[src/hdl/ccpi_consts.vh]
/*
 * constants of the codec clock, pll and start-up controller:
 * register offsets, field positions, reset values, timing counts.
 * assumes the includer works on the 10 MHz system clock.
 */
`ifndef CCPI_CONSTS_VH
`define CCPI_CONSTS_VH

// register offsets
`define CCPI_REG_CLOCK_CONTROL 8'h00
`define CCPI_REG_PLL_DEN_HIGH 8'h01
`define CCPI_REG_PLL_DEN_LOW 8'h02
`define CCPI_REG_PLL_NUM_HIGH 8'h03
`define CCPI_REG_PLL_NUM_LOW 8'h04
`define CCPI_REG_PLL_INT_DIV_MODE 8'h05
`define CCPI_REG_PLL_LOCK_STATUS 8'h06
`define CCPI_REG_LOW_GROUP_LAST 8'h06

// clock_control fields
`define CCPI_BIT_MCLK_GATE 0
`define CCPI_BIT_CORE_DIV_SEL 1
`define CCPI_BIT_CLK_SRC_SEL 3
`define CCPI_BIT_PLL_ENABLE 7

// pll_integer_divider_mode fields
`define CCPI_BIT_FRAC_MODE 0
`define CCPI_REF_DIV_LSB 1
`define CCPI_REF_DIV_MSB 2
`define CCPI_INT_FACTOR_LSB 3
`define CCPI_INT_FACTOR_MSB 6

// pll_lock_status fields
`define CCPI_BIT_PLL_LOCK 0

// reset values
`define CCPI_RST_REG 8'h00

// clock output factor codes
`define CCPI_CKO_TIMES2 3'h0
`define CCPI_CKO_TIMES1 3'h1
`define CCPI_CKO_HALF 3'h2
`define CCPI_CKO_QUARTER 3'h3
`define CCPI_CKO_EIGHTH 3'h4

// timing
`define CCPI_CLK_MHZ 10
`define CCPI_POR_TIME_US 12000
`define CCPI_POR_CYCLES (`CCPI_POR_TIME_US * `CCPI_CLK_MHZ)

`endif

[src/hdl/ccpi_clock_output_pin_div.v]
/*
 * clock output divider: builds the clock output level from the
 * internal master clock level by x1, 1/2, 1/4 or 1/8, and from the
 * source level for x2.
 * assumes source and master levels are sampled on clk and that
 * the caller holds it in reset while the master clock is gated.
 */
`timescale 1ns/1ns
`include "ccpi_consts.vh"

module ccpi_clock_output_pin_div (
    // clock and reset
    input wire clk,
    input wire nrst,
    // clock levels
    input wire srcLvl,
    input wire mclkLvl,
    // control
    input wire coreDivBy1,
    input wire [2:0] factorSel,
    input wire pdmMode,
    // output
    output reg clock_output_pin_q
);

reg mclkPrev_q;
reg [2:0] cnt_q;
reg clock_output_pin_d;

always @(posedge clk) begin
    if (!nrst) begin
        mclkPrev_q <= 1'b0;
        cnt_q <= 3'h0;
        clock_output_pin_q <= 1'b0;
    end else begin
        mclkPrev_q <= mclkLvl;
        if (mclkLvl && !mclkPrev_q) begin
            cnt_q <= cnt_q + 3'h1;
        end
        clock_output_pin_q <= clock_output_pin_d;
    end
end

always @* begin
    case (factorSel)
        // x2 is the undivided source, only sane after a divide by 2
        `CCPI_CKO_TIMES2: clock_output_pin_d = srcLvl & ~coreDivBy1; // [RULE19]
        `CCPI_CKO_TIMES1: clock_output_pin_d = mclkLvl; // [RULE17]
        `CCPI_CKO_HALF: clock_output_pin_d = cnt_q[0]; // [RULE17]
        `CCPI_CKO_QUARTER: clock_output_pin_d = cnt_q[1];
        `CCPI_CKO_EIGHTH: clock_output_pin_d = cnt_q[2];
        default: clock_output_pin_d = 1'b0;
    endcase
    // microphones only see the divided settings
    if (pdmMode && (factorSel == `CCPI_CKO_TIMES2 ||
            factorSel == `CCPI_CKO_TIMES1)) begin
        clock_output_pin_d = 1'b0; // [RULE18]
    end
end

endmodule // ccpi_clock_output_pin_div

[src/hdl/ccpi_clock_ctrl.v]
/*
 * codec clock, pll and start-up controller: low register group
 * 0x00..0x06, power-on reset timer, source mux, core divider,
 * master clock gate, access gating and clock output pin mux.
 * assumes an analog pll macro outside takes the parameters and
 * returns a lock level, resynchronized here, and an output level.
 */
// Function
// RULE1 - host sets clocks first, then converters and pins, then ports.
// RULE2 - only registers 0x00..0x06 reachable until gate and lock set; in bypass the code opens on the gate alone.
// RULE3 - bit 0 of 0x00 enables the crystal oscillator and gate.
// RULE4 - host programs the pll for exactly 24.576 MHz output.
// RULE5 - bypass only with a 12.288 or 24.576 MHz reference.
// RULE6 - bit 1 of 0x00: 1 divides by one, 0 by two.
// RULE7 - divider fixed after setup; source select may switch live.
// RULE8 - internal reset released 12 ms after power up.
// RULE9 - master clock gate resets off, stays off until lock; the code runs it without lock when the reference is selected.
// RULE10 - pll lock reported in bit 0 of register 0x06.
// RULE11 - host: pll off, write 0x01..0x05, pll on, poll, gate on.
// RULE12 - reference divided by field 0x05[2:1] plus one.
// RULE13 - integer mode ignores numerator and denominator.
// RULE14 - host keeps fraction between 0.1 and 0.9.
// RULE15 - host keeps pll output between 20.5 and 27 MHz.
// RULE16 - reference from 8 to 27 MHz accepted.
// RULE17 - clock output derived from master clock by chosen factor.
// RULE18 - in pdm mode only fractional factors toggle the output.
// RULE19 - factor two valid only with divide by two.
// RULE20 - clock output on the shared pin disables serial data.
// RULE21 - power-down pin low powers everything down.
// RULE22 - power-good on a pin can mute both dacs.
// RULE23 - pll out = ref/(x+1) * (r + n/m) / 2.
// RULE24 - 0x05 holds r[6:3], frac[0]; m in 0x01/0x02, n in 0x03/0x04.
`timescale 1ns/1ns
`include "ccpi_consts.vh"

module ccpi_clock_ctrl #(
    parameter POR_CYCLES = `CCPI_POR_CYCLES
) (
    // clock and reset
    input wire clk,
    input wire nrst,
    // control port
    input wire [7:0] regAddr,
    input wire [7:0] regWdata,
    input wire regWr,
    input wire regRd,
    output reg [7:0] regRdata_q,
    output reg regAck_q,
    output reg regErr_q,
    // forwarded access to the upper register groups
    output wire extWr,
    output wire extRd,
    input wire [7:0] extRdata,
    // pins
    input wire powerDownPinN,
    input wire referenceClockPin,
    output wire xtalOscEnable,
    output reg clockOutputPin_q,
    output wire clockOutputPinOe,
    // shared pin mux and plain controls
    input wire captureSerialOutSecond,
    input wire clkOutSelect,
    input wire [2:0] clkOutFactor,
    input wire pdmMode,
    input wire powerGood,
    input wire powerGoodMuteEn,
    output wire dacMute,
    // analog pll macro
    output wire pllEnable,
    output wire [1:0] pllRefDiv,
    output wire [3:0] pllIntFactor,
    output wire [15:0] pllNumerator,
    output wire [15:0] pllDenominator,
    output wire pllFracMode,
    input wire pllLockRaw,
    input wire pllClkLvl,
    // internal clock and reset
    output reg masterClk_q,
    output wire internalRstN,
    output wire powerDownActive
);

// cut to the counter width on purpose; the default fits in 24 bits
localparam [31:0] POR_WIDE = POR_CYCLES - 1;
localparam [23:0] POR_LAST = POR_WIDE[23:0];

reg [7:0] clkCtl_q;
reg [7:0] denHi_q;
reg [7:0] denLo_q;
reg [7:0] numHi_q;
reg [7:0] numLo_q;
reg [7:0] intDiv_q;
reg [23:0] porCnt_q;
reg porDone_q;
reg lockMeta_q;
reg lockSync_q;
reg srcPrev_q;
reg srcHalf_q;
reg [7:0] rdData_d;

wire hardRst;
wire mclkGate;
wire coreDivBy1;
wire srcSelPll;
wire lockFlag;
wire lowGroup;
wire accessOk;
wire regReq;
wire srcLvl;
wire mclkRaw;
wire mclkRun;
wire cloutLvl;
wire wrTake;
wire rdTake;
wire extOk;

// pin low stops every circuit and restarts the reset timer
assign hardRst = !nrst || !powerDownPinN; // [RULE21]
assign powerDownActive = !powerDownPinN; // [RULE21]
assign internalRstN = porDone_q;

assign mclkGate = clkCtl_q[`CCPI_BIT_MCLK_GATE];
assign coreDivBy1 = clkCtl_q[`CCPI_BIT_CORE_DIV_SEL];
assign srcSelPll = clkCtl_q[`CCPI_BIT_CLK_SRC_SEL];

// the crystal runs only with the gate bit set
assign xtalOscEnable = mclkGate; // [RULE3]

// power-on reset timer
always @(posedge clk) begin
    if (hardRst) begin
        porCnt_q <= 24'h000000;
        porDone_q <= 1'b0;
    end else if (!porDone_q) begin
        if (porCnt_q == POR_LAST) begin
            porDone_q <= 1'b1; // [RULE8]
        end else begin
            porCnt_q <= porCnt_q + 24'h000001;
        end
    end
end

// pll parameters to the macro
assign pllEnable = clkCtl_q[`CCPI_BIT_PLL_ENABLE];
assign pllRefDiv = intDiv_q[`CCPI_REF_DIV_MSB:`CCPI_REF_DIV_LSB]; // [RULE12]
assign pllIntFactor =
    intDiv_q[`CCPI_INT_FACTOR_MSB:`CCPI_INT_FACTOR_LSB]; // [RULE24]
assign pllFracMode = intDiv_q[`CCPI_BIT_FRAC_MODE]; // [RULE24]
// zero fraction in integer mode keeps the macro at r/2 per divided reference
assign pllNumerator =
    pllFracMode ? {numHi_q, numLo_q} : 16'h0000; // [RULE13] [RULE23]
assign pllDenominator =
    pllFracMode ? {denHi_q, denLo_q} : 16'h0000; // [RULE13] [RULE24]

// lock from the analog side crosses in through two flops
always @(posedge clk) begin
    if (hardRst) begin
        lockMeta_q <= 1'b0;
        lockSync_q <= 1'b0;
    end else begin
        lockMeta_q <= pllLockRaw;
        lockSync_q <= lockMeta_q;
    end
end
assign lockFlag = lockSync_q && pllEnable; // [RULE10]

// source mux may switch while running; no glitch filter here
assign srcLvl = srcSelPll ? pllClkLvl : referenceClockPin; // [RULE7] [RULE16]

// divide by two on source rising edges
always @(posedge clk) begin
    if (hardRst) begin
        srcPrev_q <= 1'b0;
        srcHalf_q <= 1'b0;
    end else begin
        srcPrev_q <= srcLvl;
        if (srcLvl && !srcPrev_q) begin
            srcHalf_q <= !srcHalf_q;
        end
    end
end
assign mclkRaw = coreDivBy1 ? srcLvl : srcHalf_q; // [RULE6] [RULE5]

// gate held shut while the pll path is still acquiring
assign mclkRun = mclkGate && porDone_q && (!srcSelPll || lockFlag); // [RULE9]

always @(posedge clk) begin
    if (hardRst) begin
        masterClk_q <= 1'b0;
    end else begin
        masterClk_q <= mclkRaw && mclkRun;
    end
end

ccpi_clock_output_pin_div u_clock_output_pin (
    .clk(clk),
    .nrst(!hardRst && mclkRun),
    .srcLvl(srcLvl && mclkRun),
    .mclkLvl(masterClk_q),
    .coreDivBy1(coreDivBy1),
    .factorSel(clkOutFactor),
    .pdmMode(pdmMode),
    .clock_output_pin_q(cloutLvl)
);

// shared pin: clock output wins over the serial data
always @(posedge clk) begin
    if (hardRst) begin
        clockOutputPin_q <= 1'b0;
    end else begin
        clockOutputPin_q <= clkOutSelect ? cloutLvl :
            captureSerialOutSecond; // [RULE20]
    end
end
assign clockOutputPinOe = porDone_q;

// power-good drop mutes both converters while powerGoodMuteEn is set
assign dacMute = powerGoodMuteEn && !powerGood; // [RULE22]

// access gating
// requests before the reset timer expires are dropped silently
assign regReq = (regWr || regRd) && porDone_q;
assign wrTake = regWr && porDone_q;
// a write wins when both strobes come together
assign rdTake = regRd && porDone_q && !regWr;
assign lowGroup = regAddr <= `CCPI_REG_LOW_GROUP_LAST; // [RULE2]
// bypass has no lock to wait for, so the gate alone opens it
assign accessOk = mclkGate && (lockFlag || !srcSelPll); // [RULE2]

// upper group only once the clock path is trusted
assign extOk = porDone_q && !lowGroup && accessOk;
assign extWr = regWr && extOk; // [RULE2]
assign extRd = regRd && !regWr && extOk;

// low group register writes
always @(posedge clk) begin
    if (hardRst) begin
        clkCtl_q <= `CCPI_RST_REG; // [RULE9]
        denHi_q <= `CCPI_RST_REG;
        denLo_q <= `CCPI_RST_REG;
        numHi_q <= `CCPI_RST_REG;
        numLo_q <= `CCPI_RST_REG;
        intDiv_q <= `CCPI_RST_REG;
    end else if (wrTake) begin
        case (regAddr)
            `CCPI_REG_CLOCK_CONTROL: clkCtl_q <= regWdata; // [RULE3]
            `CCPI_REG_PLL_DEN_HIGH: denHi_q <= regWdata; // [RULE24]
            `CCPI_REG_PLL_DEN_LOW: denLo_q <= regWdata;
            `CCPI_REG_PLL_NUM_HIGH: numHi_q <= regWdata;
            `CCPI_REG_PLL_NUM_LOW: numLo_q <= regWdata;
            `CCPI_REG_PLL_INT_DIV_MODE: intDiv_q <= regWdata;
            default: ;
        endcase
    end
end

always @* begin
    case (regAddr)
        `CCPI_REG_CLOCK_CONTROL: rdData_d = clkCtl_q;
        `CCPI_REG_PLL_DEN_HIGH: rdData_d = denHi_q;
        `CCPI_REG_PLL_DEN_LOW: rdData_d = denLo_q;
        `CCPI_REG_PLL_NUM_HIGH: rdData_d = numHi_q;
        `CCPI_REG_PLL_NUM_LOW: rdData_d = numLo_q;
        `CCPI_REG_PLL_INT_DIV_MODE: rdData_d = intDiv_q;
        `CCPI_REG_PLL_LOCK_STATUS: rdData_d = {7'h00, lockFlag}; // [RULE10]
        default: rdData_d = accessOk ? extRdata : 8'h00;
    endcase
end

// answer one cycle after the request
always @(posedge clk) begin
    if (hardRst) begin
        regAck_q <= 1'b0;
        regErr_q <= 1'b0;
    end else begin
        regAck_q <= regReq;
        regErr_q <= regReq && !lowGroup && !accessOk; // [RULE2]
    end
end

// read data holds until the next read, so the host may fetch it late
always @(posedge clk) begin
    if (hardRst) begin
        regRdata_q <= 8'h00;
    end else if (rdTake) begin
        regRdata_q <= rdData_d;
    end
end

endmodule // ccpi_clock_ctrl

[config.mk]
export PLATFORM = sky130hd
export DESIGN_NAME = ccpi_clock_ctrl
export DESIGN_NICKNAME = d
export VERILOG_FILES = /design/src/hdl/ccpi_clock_output_pin_div.v /design/src/hdl/ccpi_clock_ctrl.v
export VERILOG_INCLUDE_DIRS = /design/src /design/src/hdl
export SDC_FILE = /design/constraint.sdc
export NUM_CORES = 1
export LEC_CHECK = 0
export BUFFER_PORTS_ARGS = -buffer_cell sky130_fd_sc_hd__buf_2
export CAP_MARGIN = 20
export CORE_MARGIN = 1.5
export CORE_UTILIZATION = 40
export CTS_BUF_LIST = sky130_fd_sc_hd__clkbuf_4 sky130_fd_sc_hd__clkbuf_8
export CTS_CLUSTER_DIAMETER = 100
export CTS_CLUSTER_SIZE = 10
export DETAILED_ROUTE_END_ITERATION = 6
export PLACE_DENSITY = 0.73
export SLEW_MARGIN = 10
export SYNTH_ARGS = -nofsm -noshare
export SYNTH_HDL_FRONTEND = slang
export SYNTH_HIERARCHICAL = 1
export SYNTH_SLANG_ARGS = --single-unit
[constraint.sdc]
create_clock -name clk -period 3.9 [get_ports clk]
set_input_delay 0.195 -clock clk [delete_from_list [all_inputs] [get_ports clk]]
set_output_delay 0.195 -clock clk [all_outputs]
set_load 0.01 [all_outputs]
# After elaboration in Yosys (flattened, before gate mapping)
# Cells that the tools add are included.
dict set report word_totals {
  mem_bits_rw 0
  ff_bits 94
  elab_cells 96
  n_memories 0
  mem_bits_ro 0
  output_inout_bits 59
  inputBits 40
  latchBits 0
}
dict set report op_classes {
  add_sub_neg 2
  n_eq_ne 11
  n_shift 0
  n_reduce_logical 47
  multipliers 0
  bitwise 5
  div_mod_pow 0
  mux 10
  order_cmp 1
}
# op count
set ops {}
lappend ops {{$pmux 8 s7} 1}
lappend ops {{$mux 16} 2}
lappend ops {{$add 24x1->24 const B} 1}
lappend ops {{$eq 24x17->1 const B} 1}
lappend ops {{$eq 8x3->1 const B} 3}
lappend ops {{$logic_and 1x1->1} 22}
lappend ops {{$eq 8x2->1 const B} 2}
lappend ops {{$reduce_and 2->1} 7}
lappend ops {{$logic_not 1->1} 11}
lappend ops {{$eq 8x1->1 const B} 1}
lappend ops {{$le 8x3->1 const B} 1}
lappend ops {{$logic_not 8->1} 1}
lappend ops {{$mux 8} 1}
lappend ops {{$eq 3x2->1 const B} 2}
lappend ops {{$mux 1} 5}
lappend ops {{$pmux 1 s5} 1}
lappend ops {{$logic_or 1x1->1} 4}
lappend ops {{$not 1->1} 4}
lappend ops {{$add 3x1->3 const B} 1}
lappend ops {{$eq 3x1->1 const B} 1}
lappend ops {{$eq 3x3->1 const B} 1}
lappend ops {{$logic_not 3->1} 1}
lappend ops {{$reduce_or 2->1} 1}
lappend ops {{$and 1x1->1} 1}

# Logic depth before layout (Yosys ltp)
# Gate-level depths: netlist of run 1.
dict set report logic_depth {
  ltp_word 6
  mapped_depth 7
  mapped_depth_nobuf 7
}

# Cells and area by module
# The synthesis of run 1 kept the hierarchy.
# mod seq_area_each_um2 cells_per_inst instances area_each_um2
set modules_own_cells {}
lappend modules_own_cells {ccpi_clock_ctrl 1781.7 491 1 4319.1}
lappend modules_own_cells {ccpi_clock_output_pin_div 100.1 26 1 251.5}

# Least setup slack after synthesis of run 1
# Ideal clock, no wire load.
dict set report synth_timing {
  path_kind {input to register}
  from {input regAddr[5]}
  to {register clkCtl_q[6]}
  arrival_time_ps 1927
  stages 6
  t_required_ps 3772
  n_path_buf 1
  setup_slack_ps 1845
  setup_time_ps 128
  cell_sequence {or4_1 buf_2 or4_4 nor3_4 mux2i_1 nor2_1}
}
dict set report synth_via {
  elab_chain_cells 2
}
# element line_no
set synth_lines {}
lappend synth_lines {{start: declaration} ccpi_clock_ctrl.v:43} ;# input wire [7:0] regAddr,
lappend synth_lines {{$logic_not 8->1} ccpi_clock_ctrl.v:245} ;# case (regAddr)
lappend synth_lines {{$reduce_and 2->1 (no source line)} -}
lappend synth_lines {{end signal: assignment} ccpi_clock_ctrl.v:238} ;# clkCtl_q <= `CCPI_RST_REG;
lappend synth_lines {{end signal: assignment} ccpi_clock_ctrl.v:246} ;# `CCPI_REG_CLOCK_CONTROL: clkCtl_q <= regWdata;
lappend synth_lines {{end: declaration} ccpi_clock_ctrl.v:87} ;# reg [7:0] clkCtl_q;
# No other way between the ends.
# A chain may end at the register's enable or synchronous reset.

# Final worst setup path of run 1
dict set report layout_timing {
  from {input regAddr[5]}
  to {output extRd}
}
dict set report layout_via {
  elab_chain_cells 5
}
# element line_no
set layout_lines {}
lappend layout_lines {{$le 8x3->1 (no source line)} -}
lappend layout_lines {{$logic_not 1->1} ccpi_clock_ctrl.v:231} ;# assign extOk = porDone_q && !lowGroup && accessOk;
lappend layout_lines {{$logic_and 1x1->1 (2 in a row)} ccpi_clock_ctrl.v:231}
lappend layout_lines {{$logic_and 1x1->1} ccpi_clock_ctrl.v:233} ;# assign extRd = regRd && !regWr && extOk;
lappend layout_lines {{end: declaration} ccpi_clock_ctrl.v:52} ;# output wire extRd,
# No other way between the ends.

==> results of run 1 <==
-- logic make-up (layout without fill, tap and decap cells) --
logic type      count (synthesis)  count (layout)  share of synthesized area
simple gates                  236             236                      0.268
flops                          94              94                      0.412
compound gates                 65              65                     0.0983
mux                            63              63                      0.142
buf+inv                        37             119                     0.0370
xor+xnor                       20              20                     0.0383
fa+ha+maj                       2               2                    0.00547
-- state kept, by name, indices dropped and copies added (netlist names) --
register	flops
u_clock_output_pin/clock_output_pin_q	1
u_clock_output_pin/cnt_q	3
porCnt_q	24
denLo_q	8
regAck_q	1
denHi_q	8
u_clock_output_pin/mclkPrev_q	1
clockOutputPinOe	1
srcHalf_q	1
lockSync_q	1
lockMeta_q	1
srcPrev_q	1
intDiv_q	8
masterClk_q	1
numHi_q	8
regRdata_q	8
regErr_q	1
numLo_q	8
clockOutputPin_q	1
clkCtl_q	8
-- through the flow --
stage | cell area (µm²) | power (mW) | utilization | instances | worst slack [ns]
2_1_floorplan | 4570 | 1.03 | - | 517 | 1.85
3_3_place_gp | 5110 | 1.07 | 0.465 | 725 | 1.43
3_5_place_dp | 5110 | 1.07 | 0.465 | 725 | 1.38
4_1_cts | 5290 | 1.69 | 0.482 | 739 | 1.37
5_1_grt | 5290 | 1.73 | 0.482 | 739 | 1.21
6_report | 5290 | 1.68 | 0.482 | 739 | 1.33
-- how the worst max path moves through the flow --
stage                          start           to  cells past startpoint
after floorplan           regAddr[5]  clkCtl_q[6]                      6
after global placement    regAddr[5]        extRd                      6
after detailed placement  regAddr[5]        extRd                      6
after CTS                 regAddr[5]        extRd                      6
after global routing      regAddr[5]        extRd                      6
final                     regAddr[5]        extRd                      6
-- power by group through the flow --
stage | sequential (mW) | combinational (mW) | clock, mW
floorplan | 0.986 | 0.0438 | 0
global placement | 0.986 | 0.0852 | 0
detailed placement | 0.986 | 0.0867 | 0
CTS | 0.963 | 0.0870 | 0.641
global route | 0.964 | 0.0955 | 0.674
finish | 0.963 | 0.0878 | 0.634
-- tightest hold or removal path, cell delays in order --
cell and delay, ns:
buf_2 0.08, mux2i_1 0.06, nor2_1 0.08
-- metal layers --
layer | part of all wire | wire length (µm) | track usage
met3 | 0.068 | 826 | 0.0474
met5 | 0 | 0 | 0
met2 | 0.45 | 5490 | 0.321
met1 | 0.45 | 5510 | 0.281
met4 | 0.031 | 383 | 0.0946
-- cells in the final DEF (no fill, tap or decap), drive strengths merged, types with 3 or more instances in the layout --
| cell | Yosys | layout |
|---|---|---|
| and2 | 40 | 40 |
| nor4b | 3 | 3 |
| and3 | 4 | 4 |
| nand4 | 8 | 8 |
| nor3 | 17 | 17 |
| buf | 12 | 100 |
| inv | 5 | 5 |
| o2111ai | 3 | 3 |
| nor2 | 86 | 86 |
| nor4 | 5 | 5 |
| nand3 | 17 | 17 |
| o31ai | 4 | 4 |
| clkbuf | 20 | 12 |
| nor3b | 4 | 4 |
| xor2 | 9 | 9 |
| xnor2 | 11 | 11 |
| nor2b | 7 | 7 |
| a211oi | 9 | 9 |
| mux2i | 59 | 59 |
| or4 | 3 | 3 |
| nand2 | 28 | 28 |
| mux2 | 3 | 3 |
| o22ai | 3 | 3 |
| dfxtp | 94 | 94 |
| o21ai | 11 | 11 |
| a22oi | 4 | 4 |
| a21oi | 12 | 12 |
-- cell type report --
class,instances,share of cell area
clock buffer,12,0.0277
clock inverter,2,0.00662
inverter,5,0.00355
multi-input combinational,386,0.478
sequential,94,0.356
tap,140,0.0331
timing repair buffer,100,0.0955
==> flow_summary_export.csv, run 1 <==
group,metric,value,unit
status,status,"completed",
detailed_routing,wl_per_cell,16.5,µm
timing,finalCriticalPeriod,2.57,ns
setup_path,critPathKind,"input port to output port",
timing,worst_pin_slew,0.987,ns
power,power_frac_seq,0.572,
logic_synthesis,async_flop_share,0,
layout,drive_above_1_share,0.215,
placed_design,port_buffers,98,
power,swShare,0.227,
detailed_routing,via_per_inst,5.50,
setup_path,cp-end-kind,"output port",
setup_path,r2r-end,"porCnt_q[0]",
global_route,grt_pass1_vias,3828,
clock_tree,path_clk_slew,0.08,ns
logic_synthesis,synth_cells,517,
min_path,holdPathStages,3,
setup_path,required,3.70,ns
logic_synthesis,synth.net_count,559,
logic_synthesis,dominantRegCellSynth,"dfxtp_1",
global_route,grt_pass1_wl,19300,µm
setup_path,cp_top_family,"simple AND/OR/NAND/NOR gates",
timing,fmax,0.389,GHz
layout,nets,638,
clock_tree,cts_hold_repair.buffers,0,
timing,final.setup.tns,0,ns
clock_tree,clk_latency,0.37,ns
global_route,grt_max_degree,67,
timing,slew_headroom,0.342,
setup_path,cp.arrival,2.37,ns
layout,diodes,0,
flow_run,max-cap-violations,0,
floorplanning,core_area,11000,µm²
power,p_comb_frac,0.052,
setup_path,crit_fanout,11,
logic_synthesis,synth.area.top_cells,"dfxtp_1, mux2i_1, nor2_1",
clock_tree,cts_made_buffers,9,
logic_synthesis,syn_area_per_cell,8.84,µm²
layout,fill_cells,1062,
clock_tree,cts_resized,0,
logic_synthesis,synth_cell_types,57,
power,internal_power,1.30,mW
setup_path,path_cells,"buf_2 -> or4_1 -> or2_2 -> a21oi_1 -> nor3_1 -> buf_2",
logic_synthesis,yosysSeqAreaShare,0.412,
floorplanning,initial_core_util,0.416,
timing,final-max-slew-violation-count,0,
timing,setup_viol_count_final,0,
detailed_routing,vias,4063,
clock_tree,cts-root-buf,"clkbuf_8",
logic_synthesis,synth_area,4570,µm²
detailed_routing,antenna_left,0,
logic_synthesis,yosysMostFrequentCell,"dfxtp_1",
clock_tree,max-clock-path-buffers,2,
setup_path,max_stage_delay,0.77,ns
timing,finalCritPeriodShare,0.658,
placed_design,dp_hpwl,8780,µm
power,p_sw,0.383,mW
layout,multi_input_area,2530,µm²
logic_synthesis,synth_top_area_share,0.412,
global_route,overflow,0,
setup_path,cp_slowest_cell,"a21oi_1",
power,ir_drop,0.171,mV
clock_tree,htree_num_levels,3,
detailed_routing,drtIter0Drc,286,
placed_design,gp_congestion,0.916,
setup_path,regToRegSetupSlack,1.63,ns
setup_path,timing.rr.start,"porCnt_q[0]",
clock_tree,post-cts-setup-buffers,0,
timing,finalHoldViolations,0,
setup_path,start_kind,"input port",
floorplanning,io_pins,99,
detailed_routing,drc,0,
timing,fin_skew,0.00812,ns
logic_synthesis,synth_edf_count,0,
min_path,hp-class,"input port to flop",
logic_synthesis,synthTopCellsByCount,"dfxtp_1, nor2_1, mux2i_1",
clock_tree,clock-sinks,94,
layout,seqCellArea,1880,µm²
timing,holdWs,0.0735,ns
power,pwr-share-clk,0.376,
logic_synthesis,ys_ff_latch,94,
global_route,antenna_found_initial,0,
setup_path,path_buf_inv,2,
detailed_routing,drt-total-wl,12200,µm
floorplanning,dieArea,12100,µm²
detailed_routing,dr.pass1.iters,4,
layout,area_growth,15.8,%
logic_synthesis,yosysWarnings,6,
floorplanning,rows,38,
power,p_leak,2.18,nW
min_path,hold_end,"clockOutputPin_q",
logic_synthesis,yosys.area.top_type,"dfxtp_1",
floorplanning,die_h,110,µm
power,powerDensity,318,nW/µm²
min_path,hold_start,"captureSerialOutSecond",
setup_path,reg2regPathDepth,6,
global_route,grt_usage,0.210,
timing,rsz0062_at_grt,"false",
setup_path,crit_path_frequent_cell,"buf_2",
clock_tree,cts_tree,"done",
floorplanning,dieWidth,110,µm
Power figures use the tool's default switching activity.
==> run 2, diff against run 1 <==
- PLACE_DENSITY: 0.73 -> 0.75
- clock period: 3.9 -> 2.1 ns (I/O delays scaled with it)
==> run 2 against run 1 <==
Clock skew down 0.0022 ns; largest cell class unchanged; wire length grew 3.2%; worst hold slack got worse by 0.055 ns; die area stayed put; power rose by 90%; combinational power increased by 110%; critical endpoint is now porCnt_q[6]; setup slack worse by 1.2 ns; sequential cell count stayed put; register-to-register slack worse by 1.5 ns; core utilization grew 2.1 points; count of clock-buffer cells in the layout grew 2.
==> flow_summary_export.csv, run 2 (synthesis gave the netlist of run 1 again) <==
group,metric,value,unit
status,status,"completed",
detailed_routing,routedLengthMet1,5680,µm
timing,final-max-slew-violation-count,0,
setup_path,start_kind,"flop",
timing,finalCritPeriodShare,0.931,
layout,largest_register_ffs,24,
clock_tree,clock-sinks,94,
detailed_routing,antenna_left,0,
setup_path,cp.arrival,2.25,ns
layout,fin_area,5520,µm²
floorplanning,dieArea,12100,µm²
placed_design,dp_hpwl,9180,µm
power,powerDensity,580,nW/µm²
setup_path,r2r-end,"porCnt_q[6]",
global_route,grt_pass1_wl,19600,µm
setup_path,critPathKind,"flop to flop",
clock_tree,path_clk_slew,0.08,ns
detailed_routing,routed.top_layer,"met4",
min_path,hp-class,"input port to flop",
floorplanning,dieWidth,110,µm
min_path,holdPathStages,3,
timing,setup_viol_count_final,0,
timing,finalHoldViolations,0,
layout,largest-register,"porCnt_q",
timing,finalWorstSetupSlack,0.145,ns
detailed_routing,route.met2.wl,5870,µm
setup_path,regToRegSetupSlack,0.14,ns
global_route,grt_pass1_vias,3912,
clock_tree,cts-root-buf,"clkbuf_8",
clock_tree,cts_tree,"done",
clock_tree,max-clock-path-buffers,2,
detailed_routing,drc,0,
global_route,grt_usage,0.212,
floorplanning,rows,38,
detailed_routing,via_per_inst,5.43,
layout,multi_input_area,2530,µm²
detailed_routing,route.met3.wl,784,µm
setup_path,reg2regPathDepth,7,
layout,drive_above_1_share,0.245,
detailed_routing,drtIter0Drc,301,
layout,nets,663,
placed_design,place_area,5290,µm²
layout,final_cell_mix,"buf_2, dfxtp_1, nor2_1",
min_path,hold_start,"pdmMode",
placed_design,gp_congestion,0.879,
detailed_routing,wl_per_cell,16.5,µm
power,p_leak,2.31,nW
floorplanning,die_h,110,µm
min_path,hold_end,"u_clock_output_pin/clock_output_pin_q",
timing,worst_pin_slew,0.628,ns
floorplanning,core_area,11000,µm²
layout,diodes,0,
global_route,grt_max_degree,68,
layout,area_growth,20.8,%
floorplanning,initial_core_util,0.416,
timing,fin_skew,0.00590,ns
layout,layout_commonest_cell,"buf_2",
timing,slew_headroom,0.571,
setup_path,cp-end-kind,"flop",
clock_tree,clk_latency,0.36,ns
layout,fill_cells,1024,
layout,seqCellArea,1880,µm²
global_route,antenna_found_initial,0,
clock_tree,cts_made_buffers,9,
placed_design,preCtsSetupSlack,-0.00995,ns
power,ir_drop,0.270,mV
timing,finalCriticalPeriod,1.96,ns
clock_tree,htree_num_levels,3,
setup_path,required,2.39,ns
detailed_routing,vias,4155,
timing,final.setup.tns,0,ns
setup_path,timing.rr.start,"porCnt_q[0]",
global_route,overflow,0,
placed_design,port_buffers,98,
flow_run,max-cap-violations,0,
setup_path,crit_fanout,4,
timing,fmax,0.511,GHz
floorplanning,io_pins,99,
timing,holdWs,0.0184,ns
detailed_routing,dr.pass1.iters,4,
timing,rsz0062_at_grt,"false",
detailed_routing,drt-total-wl,12600,µm
==> run 2: cell types whose count changed in the layout (fill, tap and decap cells not counted), sizes merged <==
cell,change
clkinv,-1
clkbuf,+2
dlygate4sd3,+3
buf,+22
==> run 2: critical path, stage by stage (launching register included) <==
cell	delay, ns
dfxtp_1	0.35
ha_1	0.24
nand3_1	0.14
nor4bb_1	0.09
buf_4	0.15
a211oi_2	0.22
or4b_2	0.60
nand2_1	0.10
==> run 2: final cells by class <==
class	instances	share of cell area
Clock inverter	1	0.00544
Tap cell	140	0.0317
Multi-Input combinational cell	386	0.459
Clock buffer	14	0.0304
Inverter	5	0.00340
Sequential cell	94	0.341
Timing Repair Buffer	125	0.129
==> run 2: how the worst max path moves through the flow <==
stage / start / endpoint / slack (ns) / cells past startpoint
finish: porCnt_q[0] / porCnt_q[6] / 0.14 / 7
global route: porCnt_q[0] / porCnt_q[6] / 0.06 / 7
CTS: porCnt_q[0] / porCnt_q[6] / 0.08 / 7
detailed placement: regAddr[5] / regRdata_q[0] / -0.01 / 6
global placement: regAddr[5] / regRdata_q[0] / 0.01 / 6
floorplan: regAddr[5] / clkCtl_q[6] / 0.14 / 6
==> run 2: timing repair <==
action | CTS | global route
buffers inserted | 0 | 0
gates resized for setup | 0 | 1
endpoints found under the hold margin | 2 | 0
setup endpoints to repair | 0 | 1
hold buffers | 3 | 0
==> run 2: routing by layer <==
layer / vias to the layer above / global-route usage
met5: - / 0
met4: 0 / 0.0918
met3: 23 / 0.0468
met2: 130 / 0.321
met1: 1980 / 0.288
li1: 2022 / -
==> run 2: metrics by stage <==
| step | std cells | power [mW] | util |
|---|---|---|---|
| 2_1_floorplan | 517 | 1.91 | - |
| 3_3_place_gp | 747 | 2.00 | 0.481 |
| 3_5_place_dp | 747 | 2.01 | 0.481 |
| 4_1_cts | 765 | 3.21 | 0.502 |
| 5_1_grt | 765 | 3.29 | 0.503 |
| 6_report | 765 | 3.20 | 0.503 |
==> run 2: power breakdown <==
group / switching [mW] / internal [mW]
Combinational: 0.115 / 0.0679
Clock: 0.600 / 0.632
Sequential: 0.00340 / 1.79
==> run 3, diff against run 2 <==
- PLACE_DENSITY: 0.75 -> 0.63
- SYNTH_HIERARCHICAL: 1 -> unset
==> run 3 against run 2 <==
Sequential cell count did not move; wire length fell by 1.4%; final area rose by 1.3%; die area rose by 0.90%; critical path depth fell by 2; sequential power barely moved; global-route usage fell by 0.80 points; power fell by 0.31%; count of clock-buffer cells in the layout fell by 4; highest routed layer unchanged.
==> flow_summary_export.csv, run 3 <==
group,metric,value,unit
status,status,"completed",
timing,final-max-slew-violation-count,0,
logic_synthesis,yosys.area.top_type,"dfxtp_1",
timing,fmax,0.510,GHz
timing,finalHoldViolations,0,
logic_synthesis,syn_area_per_cell,8.43,µm²
clock_tree,cts-root-buf,"clkbuf_8",
placed_design,port_buffers,98,
timing,setup_viol_count_final,0,
floorplanning,io_pins,99,
detailed_routing,dr.pass1.iters,4,
floorplanning,core_area,11300,µm²
layout,final_cell_mix,"buf_2, dfxtp_1, nand2_1",
power,powerDensity,571,nW/µm²
layout,diodes,0,
detailed_routing,wl_per_cell,15.5,µm
logic_synthesis,synth_top_area_share,0.408,
clock_tree,htree_num_levels,3,
global_route,grt_pass1_wl,18800,µm
setup_path,crit_fanout,11,
detailed_routing,vias,4239,
clock_tree,path_clk_slew,0.09,ns
floorplanning,initial_core_util,0.407,
global_route,overflow,0,
layout,largest_register_ffs,24,
timing,finalCriticalPeriod,1.96,ns
detailed_routing,antenna_left,0,
logic_synthesis,synth_area,4610,µm²
logic_synthesis,synth.area.top_cells,"dfxtp_1, mux2i_1, nand2_1",
logic_synthesis,yosysSeqAreaShare,0.408,
global_route,grt_pass1_vias,3692,
logic_synthesis,synth_cell_types,50,
timing,fin_skew,0.0140,ns
setup_path,cp.arrival,1.85,ns
timing,rsz0062_at_grt,"false",
logic_synthesis,dominantRegCellSynth,"dfxtp_1",
layout,largest-register,"porCnt_q",
logic_synthesis,synth_cells,547,
timing,final.setup.tns,0,ns
timing,worst_pin_slew,0.534,ns
detailed_routing,drc,0,
placed_design,gp_congestion,0.884,
logic_synthesis,synth_edf_count,0,
detailed_routing,drtIter0Drc,306,
layout,layout_commonest_cell,"buf_2",
timing,finalWorstSetupSlack,0.140,ns
layout,nets,695,
logic_synthesis,synthTopCellsByCount,"dfxtp_1, nand2_1, nor2_1",
logic_synthesis,ys_ff_latch,94,
layout,area_growth,21.2,%
setup_path,required,2.00,ns
logic_synthesis,synth.net_count,589,
layout,fill_cells,1122,
clock_tree,clock-sinks,94,
clock_tree,cts_tree,"done",
setup_path,start_kind,"flop",
logic_synthesis,yosysWarnings,0,
power,power_frac_seq,0.560,
detailed_routing,via_per_inst,5.30,
detailed_routing,drt-total-wl,12400,µm
global_route,grt_usage,0.204,
logic_synthesis,yosysMostFrequentCell,"dfxtp_1",
min_path,hp-class,"input port to flop",
floorplanning,rows,39,
setup_path,critPathKind,"flop to output port",
clock_tree,max-clock-path-buffers,2,
power,ir_drop,0.297,mV
timing,slew_headroom,0.644,
setup_path,reg2regPathDepth,5,
power,swShare,0.243,
global_route,grt_max_degree,65,
clock_tree,clk_latency,0.37,ns
power,p_leak,2.17,nW
placed_design,dp_hpwl,9020,µm
clock_tree,cts_made_buffers,9,
logic_synthesis,async_flop_share,0,
power,p_comb_frac,0.062,
min_path,holdPathStages,2,
power,p_sw,0.775,mW
floorplanning,dieWidth,110,µm
power,internal_power,2.42,mW
floorplanning,die_h,110,µm
global_route,antenna_found_initial,0,
flow_run,max-cap-violations,0,
placed_design,preCtsSetupSlack,0.0535,ns
setup_path,cp-end-kind,"output port",
timing,finalCritPeriodShare,0.933,
floorplanning,dieArea,12200,µm²
power,pwr-share-clk,0.378,
layout,drive_above_1_share,0.230,
## run 3: metal layers
metal | track usage | part of all wire | up-vias
met2 | 0.332 | 0.47 | 93
met4 | 0.0751 | 0.017 | 0
met1 | 0.270 | 0.47 | 2010
li1 | - | - | 2120
met5 | 0 | 0 | -
met3 | 0.0353 | 0.049 | 16
## run 3: final timing paths
path          startpoint      endpoint  slack (ns)
min                 nrst    lockMeta_q        0.02
min reg2reg  clkCtl_q[6]   clkCtl_q[6]        0.46
max           lockSync_q         extWr        0.14
max reg2reg  porCnt_q[1]  porCnt_q[20]        0.19
## run 3: per-stage QoR
stage / hold WS, ns / area [µm²] / std cells / utilization / power (mW)
after floorplan: 0.230 / 4610 / 547 / - / 1.92
after global placement: 0.344 / 5350 / 780 / 0.473 / 2.02
after detailed placement: 0.351 / 5350 / 780 / 0.473 / 2.02
after CTS: 0.00832 / 5590 / 800 / 0.494 / 3.22
after global routing: 0.0275 / 5590 / 800 / 0.494 / 3.31
final: 0.0157 / 5590 / 800 / 0.494 / 3.19
## run 3: layout make-up
| cell class | instances | area [µm²] | area share |
|---|---|---|---|
| multi-input cells | 413 | 2540 | 0.454 |
| flip-flops and latches | 94 | 1880 | 0.337 |
| repair buffers | 130 | 781 | 0.140 |
| well taps | 143 | 179 | 0.0320 |
| clock buffers | 10 | 131 | 0.0235 |
| clock inverters | 5 | 58.8 | 0.0105 |
| inverters | 5 | 18.8 | 0.00336 |
## run 3: power by group through the flow
stage / Clock [mW] / Sequential [mW] / Combinational (mW)
after floorplan: 0 / 1.83 / 0.0896
after global placement: 0 / 1.83 / 0.186
after detailed placement: 0 / 1.83 / 0.189
after CTS: 1.24 / 1.79 / 0.196
after global routing: 1.31 / 1.79 / 0.214
final: 1.21 / 1.79 / 0.197
## run 3: logic make-up after synthesis
group	synth area share
XOR/XNOR	0.0304
flip-flops	0.408
AND/OR/NAND/NOR	0.302
buffers and inverters	0.0420
adder cells (fa/ha/maj)	0.00542
multiplexers	0.0976
AO/OA/AOI/OAI	0.115
## run 3: what timing repair did
action                                 CTS  global route
endpoints found under the hold margin    4             0
resized for setup                        0             0
hold buffers                             5             0
buffers inserted                         0             0
## run 3: worst max-delay path: stages, from the launching register on
cell and delay (ns):
dfxtp_1 0.39, nand2_1 0.07, a21boi_0 0.41, buf_4 0.26
nor3b_1 0.20, buf_2 0.16
